<file path="src/logic/pwrmon_pkg.sv">
/*
  Constants shared by the power monitor result logic: register pointers, field
  positions, reset values, conversion timing and the scaling shifts.
  Assumes a single 25 MHz core clock and a word-wide register port in front.
*/
// Functional notes
// Setup bits 5:3 pick shunt conversion time, 140 us up to 8.244 ms.
// Setup bits 2:0 pick mode: off, triggered or continuous shunt/bus/both.
// Operating mode resets to continuous shunt and bus measurement.
// Shunt drop result is a signed 16-bit two's complement value.
// Shunt drop weight is 2.5 uV per count, 7FFF is 81.9175 mV.
// With averaging on, the shunt result shows the averaged value.
// Supply rail result holds latest reading, 1.25 mV per count, full scale 7FFF.
// Top bit of the supply rail result always reads zero.
// One power count equals twenty-five current counts.
// Power result is current result times supply rail result.
// Current result is shunt drop result times scaling value.
// Current result is signed 16-bit at offset 04h, averaged when enabled.
// Scaling value at 05h is writable, 15 bits, bit 15 unused.
// While scaling value is zero, current and power read zero; here they clear only at the next math step.
// A setup write halts any conversion and restarts with new settings.
// Triggered modes run one sequence per setup write; power-down runs none.
// Host writes to result registers change nothing.
package pwrmon_pkg;

  // Register pointers as seen by the host.
  localparam logic [7:0] ADDR_SETUP   = 8'h00;
  localparam logic [7:0] ADDR_SHUNT   = 8'h01;
  localparam logic [7:0] ADDR_RAIL    = 8'h02;
  localparam logic [7:0] ADDR_POWER   = 8'h03;
  localparam logic [7:0] ADDR_CURRENT = 8'h04;
  localparam logic [7:0] ADDR_SCALING = 8'h05;

  // Setup register layout and value after reset.
  localparam int          CT_LSB      = 3;
  localparam int          CT_MSB      = 5;
  localparam int          MODE_LSB    = 0;
  localparam int          MODE_MSB    = 2;
  localparam logic [15:0] SETUP_RESET = 16'h4127;
  localparam logic [14:0] SCALE_RESET = 15'h0000;

  // Conversion timing: printed times in ns and derived cycle counts, rounded up.
  localparam int CLK_PERIOD_NS = 40;
  localparam int CONV_TIME_NS [0:7] = '{140000, 204000, 332000, 588000,
                                        1100000, 2116000, 4156000, 8244000};
  localparam int CONV_CYCLES_DEF [0:7] = '{
    (CONV_TIME_NS[0] + CLK_PERIOD_NS - 1) / CLK_PERIOD_NS,
    (CONV_TIME_NS[1] + CLK_PERIOD_NS - 1) / CLK_PERIOD_NS,
    (CONV_TIME_NS[2] + CLK_PERIOD_NS - 1) / CLK_PERIOD_NS,
    (CONV_TIME_NS[3] + CLK_PERIOD_NS - 1) / CLK_PERIOD_NS,
    (CONV_TIME_NS[4] + CLK_PERIOD_NS - 1) / CLK_PERIOD_NS,
    (CONV_TIME_NS[5] + CLK_PERIOD_NS - 1) / CLK_PERIOD_NS,
    (CONV_TIME_NS[6] + CLK_PERIOD_NS - 1) / CLK_PERIOD_NS,
    (CONV_TIME_NS[7] + CLK_PERIOD_NS - 1) / CLK_PERIOD_NS};
  localparam int TIMER_W = 18;

  // Scaling: current drops this many bits after the multiply; power divides
  // current times rail so that its LSB is 25 current LSBs at 1.25 mV per count.
  localparam int CURRENT_SHIFT = 11;
  localparam int POWER_RATIO   = 25;
  localparam int POWER_DIV     = POWER_RATIO * 800;

  // Sequencer states.
  typedef enum logic [1:0] {PWRMON_IDLE, PWRMON_SHUNT, PWRMON_RAIL, PWRMON_MATH}
    pwrmon_state_t;

endpackage : pwrmon_pkg

</file>
<file path="src/logic/pwrmon_scaler.sv">
/*
  Current and power arithmetic for the power monitor.
  Purely combinational; the caller registers the outputs at the end of a
  measurement sequence.
*/
`timescale 1ns/1ns
module pwrmon_scaler (
  input  wire logic signed [15:0] shuntDrop,
  input  wire logic        [14:0] scalingBits,
  input  wire logic        [15:0] supplyRailLevel,
  output logic signed      [15:0] currentValue,
  output logic             [15:0] powerValue
);

  logic signed [31:0] currentProd;
  logic signed [31:0] currentShift;
  logic        [15:0] currentMag;
  logic        [31:0] powerProd;
  logic        [31:0] powerQuot;

  // Current is shunt drop times scaling, shifted right by CURRENT_SHIFT, saturated to the signed 16-bit range.
  always_comb
  begin
    currentProd  = shuntDrop * $signed({17'h00000, scalingBits});
    currentShift = currentProd >>> pwrmon_pkg::CURRENT_SHIFT;
    if (currentShift > 32'sh00007fff)
      currentValue = 16'sh7fff;
    else if (currentShift < -32'sh00008000)
      currentValue = -16'sh8000;
    else
      currentValue = currentShift[15:0];
  end

  // Power is magnitude of current times rail, scaled so one power count is
  // twenty-five current counts; it is unsigned because power is never negative.
  always_comb
  begin
    currentMag = currentValue[15] ? 16'(-currentValue) : 16'(currentValue);
    powerProd  = {16'h0000, currentMag} * {16'h0000, supplyRailLevel};
    powerQuot  = powerProd / 32'(pwrmon_pkg::POWER_DIV);
    powerValue = (powerQuot > 32'h0000ffff) ? 16'hffff : powerQuot[15:0];
  end

endmodule : pwrmon_scaler

</file>
<file path="src/logic/pwrmon_result_regs.sv">
/*
  Result registers, setup decode and conversion sequencer of the power monitor.
  Assumes a serial front end that turns host transactions into word reads and
  writes on the register port, and a converter whose samples are synchronous to
  core_clk and hold steady while a phase ends.
*/
`timescale 1ns/1ns
module pwrmon_result_regs #(
  parameter int CONV_CYCLES [0:7] = pwrmon_pkg::CONV_CYCLES_DEF
) (
  input  wire logic        core_clk,
  input  wire logic        arst_n,
  input  wire logic [7:0]  regAddr,
  input  wire logic        regWrEn,
  input  wire logic [15:0] regWrData,
  input  wire logic        regRdEn,
  output logic      [15:0] regRdData,
  input  wire logic [15:0] shuntSample,
  input  wire logic [15:0] railSample,
  output logic             convBusy,
  output logic             convDone
);

  localparam int TW = pwrmon_pkg::TIMER_W;

  logic [14:0]               setupReg;
  logic [14:0]               scalingReg;
  logic signed [15:0]        shuntReg;
  logic [15:0]               railReg;
  logic signed [15:0]        currentReg;
  logic [15:0]               powerReg;
  logic [TW-1:0]             timerReg;
  pwrmon_pkg::pwrmon_state_t stateReg;
  logic                      setupWr;
  logic [2:0]                modeSel;
  logic [2:0]                shuntConvTime;
  logic [2:0]                wrModeSel;
  logic [2:0]                wrConvTime;
  logic signed [15:0]        currentNext;
  logic [15:0]               powerNext;

  // Mode decode helpers, shared by the sequencer and the checks.
  function automatic logic modeOff(input logic [2:0] m);
    modeOff = (m[1:0] == 2'h0);
  endfunction : modeOff

  function automatic logic modeShunt(input logic [2:0] m);
    modeShunt = m[0];
  endfunction : modeShunt

  function automatic logic modeRail(input logic [2:0] m);
    modeRail = m[1];
  endfunction : modeRail

  function automatic logic modeCont(input logic [2:0] m);
    modeCont = m[2];
  endfunction : modeCont

  // Conversion time lookup: the timer counts down from one less than the count.
  function automatic logic [TW-1:0] loadCount(input logic [2:0] ct);
    loadCount = TW'(CONV_CYCLES[ct] - 1);
  endfunction : loadCount

  // Decoded fields of the live setup register and of the setup write data.
  assign modeSel       = setupReg[pwrmon_pkg::MODE_MSB:pwrmon_pkg::MODE_LSB];
  assign shuntConvTime = setupReg[pwrmon_pkg::CT_MSB:pwrmon_pkg::CT_LSB];
  assign wrModeSel     = regWrData[pwrmon_pkg::MODE_MSB:pwrmon_pkg::MODE_LSB];
  assign wrConvTime    = regWrData[pwrmon_pkg::CT_MSB:pwrmon_pkg::CT_LSB];
  assign setupWr       = regWrEn && (regAddr == pwrmon_pkg::ADDR_SETUP);
  assign convBusy      = (stateReg != pwrmon_pkg::PWRMON_IDLE);

  // Setup register; bit 15 is not stored and reads back zero.
  always_ff @(posedge core_clk or negedge arst_n)
  begin
    if (!arst_n)
      setupReg <= pwrmon_pkg::SETUP_RESET[14:0];
    else if (setupWr)
      setupReg <= regWrData[14:0];
  end

  // Scaling register; only bits 14:0 are kept so bit 15 always reads zero.
  always_ff @(posedge core_clk or negedge arst_n)
  begin
    if (!arst_n)
      scalingReg <= pwrmon_pkg::SCALE_RESET;
    else if (regWrEn && (regAddr == pwrmon_pkg::ADDR_SCALING))
      scalingReg <= regWrData[14:0];
  end

  // Measurement sequencer. A setup write wins over any phase in flight, so a
  // half-finished sample taken under old settings is never published.
  always_ff @(posedge core_clk or negedge arst_n)
  begin
    if (!arst_n)
    begin
      stateReg <= pwrmon_pkg::PWRMON_SHUNT;
      timerReg <= TW'(CONV_CYCLES[pwrmon_pkg::SETUP_RESET[pwrmon_pkg::CT_MSB:
                                                  pwrmon_pkg::CT_LSB]] - 1);
    end
    else if (setupWr)
    begin
      // New settings take effect from the cycle after the write.
      if (modeOff(wrModeSel))
        stateReg <= pwrmon_pkg::PWRMON_IDLE;
      else if (modeShunt(wrModeSel))
        stateReg <= pwrmon_pkg::PWRMON_SHUNT;
      else
        stateReg <= pwrmon_pkg::PWRMON_RAIL;
      timerReg <= loadCount(wrConvTime);
    end
    else
    begin
      unique case (stateReg)
        pwrmon_pkg::PWRMON_IDLE:
        begin
          timerReg <= timerReg;
        end
        pwrmon_pkg::PWRMON_SHUNT:
        begin
          if (timerReg != '0)
            timerReg <= timerReg - 1'b1;
          else if (modeRail(modeSel))
          begin
            stateReg <= pwrmon_pkg::PWRMON_RAIL;
            timerReg <= loadCount(shuntConvTime);
          end
          else
            stateReg <= pwrmon_pkg::PWRMON_MATH;
        end
        pwrmon_pkg::PWRMON_RAIL:
        begin
          if (timerReg != '0)
            timerReg <= timerReg - 1'b1;
          else
            stateReg <= pwrmon_pkg::PWRMON_MATH;
        end
        pwrmon_pkg::PWRMON_MATH:
        begin
          // Continuous modes loop; triggered modes stop and hold results.
          timerReg <= loadCount(shuntConvTime);
          if (!modeCont(modeSel))
            stateReg <= pwrmon_pkg::PWRMON_IDLE;
          else if (modeShunt(modeSel))
            stateReg <= pwrmon_pkg::PWRMON_SHUNT;
          else
            stateReg <= pwrmon_pkg::PWRMON_RAIL;
        end
      endcase
    end
  end

  // Shunt capture at the end of its phase. Averaging happens in the converter,
  // so whatever value it presents is what the register shows.
  always_ff @(posedge core_clk or negedge arst_n)
  begin
    if (!arst_n)
      shuntReg <= '0;
    else if (!setupWr && (stateReg == pwrmon_pkg::PWRMON_SHUNT) && (timerReg == '0))
      shuntReg <= shuntSample;
  end

  // Rail capture; the sign position is forced low since the rail is never negative.
  always_ff @(posedge core_clk or negedge arst_n)
  begin
    if (!arst_n)
      railReg <= '0;
    else if (!setupWr && (stateReg == pwrmon_pkg::PWRMON_RAIL) && (timerReg == '0))
      railReg <= {1'b0, railSample[14:0]};
  end

  // Arithmetic on the captured values and the current scaling value.
  pwrmon_scaler uScaler (
    .shuntDrop       (shuntReg),
    .scalingBits     (scalingReg),
    .supplyRailLevel (railReg),
    .currentValue    (currentNext),
    .powerValue      (powerNext)
  );

  // Derived results change only in the math step; host writes never reach them.
  always_ff @(posedge core_clk or negedge arst_n)
  begin
    if (!arst_n)
    begin
      currentReg <= '0;
      powerReg   <= '0;
    end
    else if (!setupWr && (stateReg == pwrmon_pkg::PWRMON_MATH))
    begin
      currentReg <= currentNext;
      powerReg   <= powerNext;
    end
  end

  // One-cycle completion pulse, set on the same edge that publishes the results.
  always_ff @(posedge core_clk or negedge arst_n)
  begin
    if (!arst_n)
      convDone <= 1'b0;
    else
      convDone <= !setupWr && (stateReg == pwrmon_pkg::PWRMON_MATH);
  end

  // Read port: data appears the cycle after the strobe; unmapped pointers read zero.
  always_ff @(posedge core_clk or negedge arst_n)
  begin
    if (!arst_n)
      regRdData <= '0;
    else if (regRdEn)
    begin
      unique case (regAddr)
        pwrmon_pkg::ADDR_SETUP:   regRdData <= {1'b0, setupReg};
        pwrmon_pkg::ADDR_SHUNT:   regRdData <= shuntReg;
        pwrmon_pkg::ADDR_RAIL:    regRdData <= {1'b0, railReg[14:0]};
        pwrmon_pkg::ADDR_POWER:   regRdData <= powerReg;
        pwrmon_pkg::ADDR_CURRENT: regRdData <= currentReg;
        pwrmon_pkg::ADDR_SCALING: regRdData <= {1'b0, scalingReg};
        default:                  regRdData <= '0;
      endcase
    end
  end
endmodule : pwrmon_result_regs

</file>
<file path="config.mk">
export PLATFORM = sky130hd
export DESIGN_NAME = pwrmon_result_regs
export DESIGN_NICKNAME = d
export VERILOG_FILES = /design/src/logic/pwrmon_pkg.sv /design/src/logic/pwrmon_scaler.sv /design/src/logic/pwrmon_result_regs.sv
export SDC_FILE = /design/constraint.sdc
export NUM_CORES = 2
export LEC_CHECK = 0
export BUFFER_PORTS_ARGS = -buffer_cell sky130_fd_sc_hd__buf_2
export CAP_MARGIN = 20
export CELL_PAD_IN_SITES_DETAIL_PLACEMENT = 1
export CELL_PAD_IN_SITES_GLOBAL_PLACEMENT = 1
export CORE_MARGIN = 1
export CORE_UTILIZATION = 35
export CTS_CLUSTER_SIZE = 20
export DETAILED_ROUTE_END_ITERATION = 8
export PLACE_DENSITY_LB_ADDON = 0.3
export RECOVER_POWER = 100
export SYNTH_ARGS = -nofsm -noshare
export SYNTH_HDL_FRONTEND = slang
export SYNTH_HIERARCHICAL = 1
export SYNTH_SLANG_ARGS = --single-unit
</file>
<file path="constraint.sdc">
create_clock -name core_clk -period 45.5 [get_ports core_clk]
set_input_delay 6.825 -clock core_clk [delete_from_list [all_inputs] [get_ports core_clk]]
set_output_delay 6.825 -clock core_clk [all_outputs]
set_load 0.02 [all_outputs]
</file>
==> impl_metrics.py <==
metrics = {
    "outcome": {
        "outcome": "finished with violations",
        "violations": "max-capacitance violations, max-slew violations",
    },
    "placement": {
        "dp.cells": 4719,
        "dp_hpwl_um": 73700,
        "post_dp_cell_area_um2": 32500,
        "io_buffers": 75,
        "gp_congestion": 0.852,
    },
    "worst_setup_path": {
        "regToRegEndpoint": "powerReg[0]$_DFFE_PN0P_",
        "cp.arrival_ns": 40.74,
        "crit_fanout": 25,
        "path_class": "reg -> reg",
        "cpPeakStageDelay_ns": 0.87,
        "crit_end": "powerReg[0]$_DFFE_PN0P_",
        "required_ns": 45.82,
        "crit_start": "scalingReg[5]$_DFFE_PN0P_",
        "end_kind": "register",
        "rr_worst_depth": 137,
        "regToRegSetupSlack_ns": 5.08,
        "r2r-start": "scalingReg[5]$_DFFE_PN0P_",
        "cp-start-kind": "register",
        "cp_slowest_cell": "clkbuf_1",
    },
    "yosys": {
        "synth_area_per_cell_um2": 8.61,
        "ys_ff_latch": 130,
        "muxShareOfSynthArea": 0.0477,
        "synth_xor_area_frac": 0.0378,
        "async_reset_ff_frac": 1.00,
        "synth.distinct_cells": 133,
        "synth_top_area_frac": 0.283,
        "synth_top_cell_by_area": "fa_1",
        "synth_compound_area_frac": 0.161,
        "synth_edf_count": 0,
        "synthFlopType": "dfrtp_1",
        "synthSimpleGateAreaFrac": 0.197,
        "synth_area_um2": 31000,
        "synth_warnings": 6,
        "synthTopCellsByArea": "fa_1 (28%), dfrtp_1 (9.1%), ha_1 (7.9%), inv_1 (6.6%), and2_1 (6.1%)",
        "synth_cells": 3603,
        "ys_seq_area_frac": 0.106,
        "synth_top_family_by_area": "adder cells",
        "synthAdderAreaFrac": 0.364,
    },
    "final_layout": {
        "regArea_um2": 3270,
        "final_cell_mix": "inv_1 (548), nand2_1 (454), fa_1 (439)",
        "multi_input_area_um2": 25000,
        "area_growth_pct": 6.30,
        "mostFrequentLayoutCell": "inv_1",
        "final_area_um2": 33000,
        "final_cells": 4753,
        "nFillCells": 10500,
        "fin_nets": 4279,
        "drive_above_1_share": 0.0956,
    },
    "global_routing": {
        "grt_pass1_wl_um": 153000,
        "grt_max_degree": 83,
        "grt_overflow_total": 0,
        "grt_pass1_vias": 27500,
        "track_usage": 0.211,
        "antenna_found_initial": 0,
    },
    "sta": {
        "finalClockSkew_ns": 0.0196,
        "worstMarginPinSlew_ns": 4.63,
        "slew_violations": 133,
        "relSlewSlack": -2.09,
        "clock.fmax_mhz": 24.7,
        "setup_viol_count_final": 0,
        "period_needed_ns": 40.42,
        "rsz0062_at_grt": "no",
        "finalHoldViolations": 0,
        "fin_crit_sh": 0.888,
        "fin_tns_setup_ns": 0,
    },
    "clock_network": {
        "clock-sinks": 130,
        "cts_tree": "yes",
        "clkLatencyLatePin_ns": 0.44,
        "postCtsSetupRepairBufs": 0,
        "path_clk_slew_ns": 0.07,
        "cts_root_buf": "clkbuf_16",
        "clk_path_buf_depth": 2,
        "holdBufCountCts": 0,
        "cts_buffers": 17,
        "ctsResizeCount": 0,
        "htreeDepth": 4,
    },
    "floorplanning": {
        "die_y_um": 300,
        "start_util": 0.355,
        "io_pins": 78,
        "row_count": 108,
        "die-area_um2": 89800,
        "die_w_um": 300,
        "core_um2": 87300,
    },
    "drt": {
        "dr_total_vias": 25600,
        "first_pass_iters": 8,
        "ant_nets": 0,
        "viasPerCell": 5.40,
        "remaining_drc_errors": 0,
        "wl_um": 93200,
        "wl_per_cell_um": 19.6,
        "drt_iter0_markers": 1164,
    },
    "hold_path": {
        "hold_path_class": "reg -> reg",
    },
    "run": {
        "cap_violations": 2,
    },
}
## worst max-delay path: cells and delay by family (launching register included)
kind	cells	cell delay [ns]
AOI/OAI and AO/OA	60	19.38
adders and majority gates	15	6.85
and+or+nand+nor	28	6.72
buffers and inverters	25	3.06
muxes	5	2.21
xor gates and xnor gates	4	1.11
DFF	1	0.86
## sequential cells by signal, summed over array words and instances (netlist names)
| register | cells |
|---|---|
| powerReg | 16 |
| shuntReg | 16 |
| setupReg | 15 |
| timerReg | 18 |
| scalingReg | 15 |
| railReg | 15 |
| regRdData | 16 |
| convDone | 1 |
| stateReg | 2 |
| currentReg | 16 |
## routing by layer
metal | wire [um] | global-route usage | part of all wire | vias to the layer above
li1 | - | - | - | 12000
met1 | 42700 | 0.282 | 0.46 | 13300
met2 | 47100 | 0.375 | 0.51 | 328
met3 | 1700 | 0.0104 | 0.018 | 75
met4 | 1730 | 0.0439 | 0.019 | 0
met5 | 0 | 0 | 0 | -
## worst min path at each step
stage | startpoint | endpoint | slack, ns | cells past startpoint
final | setupReg[14]$_DFFE_PN1P_ | setupReg[14]$_DFFE_PN1P_ | 0.47 | 2
after global routing | setupReg[8]$_DFFE_PN1P_ | setupReg[8]$_DFFE_PN1P_ | 0.48 | 2
after CTS | setupReg[14]$_DFFE_PN1P_ | setupReg[14]$_DFFE_PN1P_ | 0.47 | 2
after detailed placement | setupReg[14]$_DFFE_PN1P_ | setupReg[14]$_DFFE_PN1P_ | 0.45 | 2
after global placement | setupReg[14]$_DFFE_PN1P_ | setupReg[14]$_DFFE_PN1P_ | 0.45 | 2
after floorplan | setupReg[14]$_DFFE_PN1P_ | setupReg[14]$_DFFE_PN1P_ | 0.44 | 2
## stage by stage
stage | setup WS [ns] | util | hold WS, ns
global route | 1.69 | 0.378 | 0.480
floorplan | 14.53 | - | 0.437
finish | 5.08 | 0.378 | 0.466
global placement | 6.95 | 0.372 | 0.449
CTS | 6.34 | 0.379 | 0.468
detailed placement | 6.53 | 0.372 | 0.453
## layout make-up
class | instances | area share
timing repair buffer | 105 | 0.0168
clock buffer | 17 | 0.0129
sequential | 130 | 0.0993
inverter | 548 | 0.0624
multi-input combinational | 2782 | 0.760
antenna | 1 | 0.0000759
tap | 1155 | 0.0438
clock inverter | 15 | 0.00497
## logic make-up (layout without fill, tap and decap cells)
family	after synthesis	count (layout)
compound gates	672	672
xor+xnor	127	127
fa+ha+maj	639	639
buf+inv	697	685
flops	130	130
mux	132	132
other cells	1	8
simple gates	1205	1205
## synth_stat cells, types with 42 or more instances
library cell  count
fa_1            439
and2_1          300
o21ai_0          68
dfrtp_1         113
nor2_1          139
inv_1           548
mux2_2           99
nor3_1           48
a31oi_1          42
ha_1            196
a21oi_1         141
nand2_1         454
clkbuf_1        113
xnor2_1          86
nand3_1          65
Power is not shown: default switching activity piles up to over one toggle a cycle in this logic, so the estimate is an artifact.
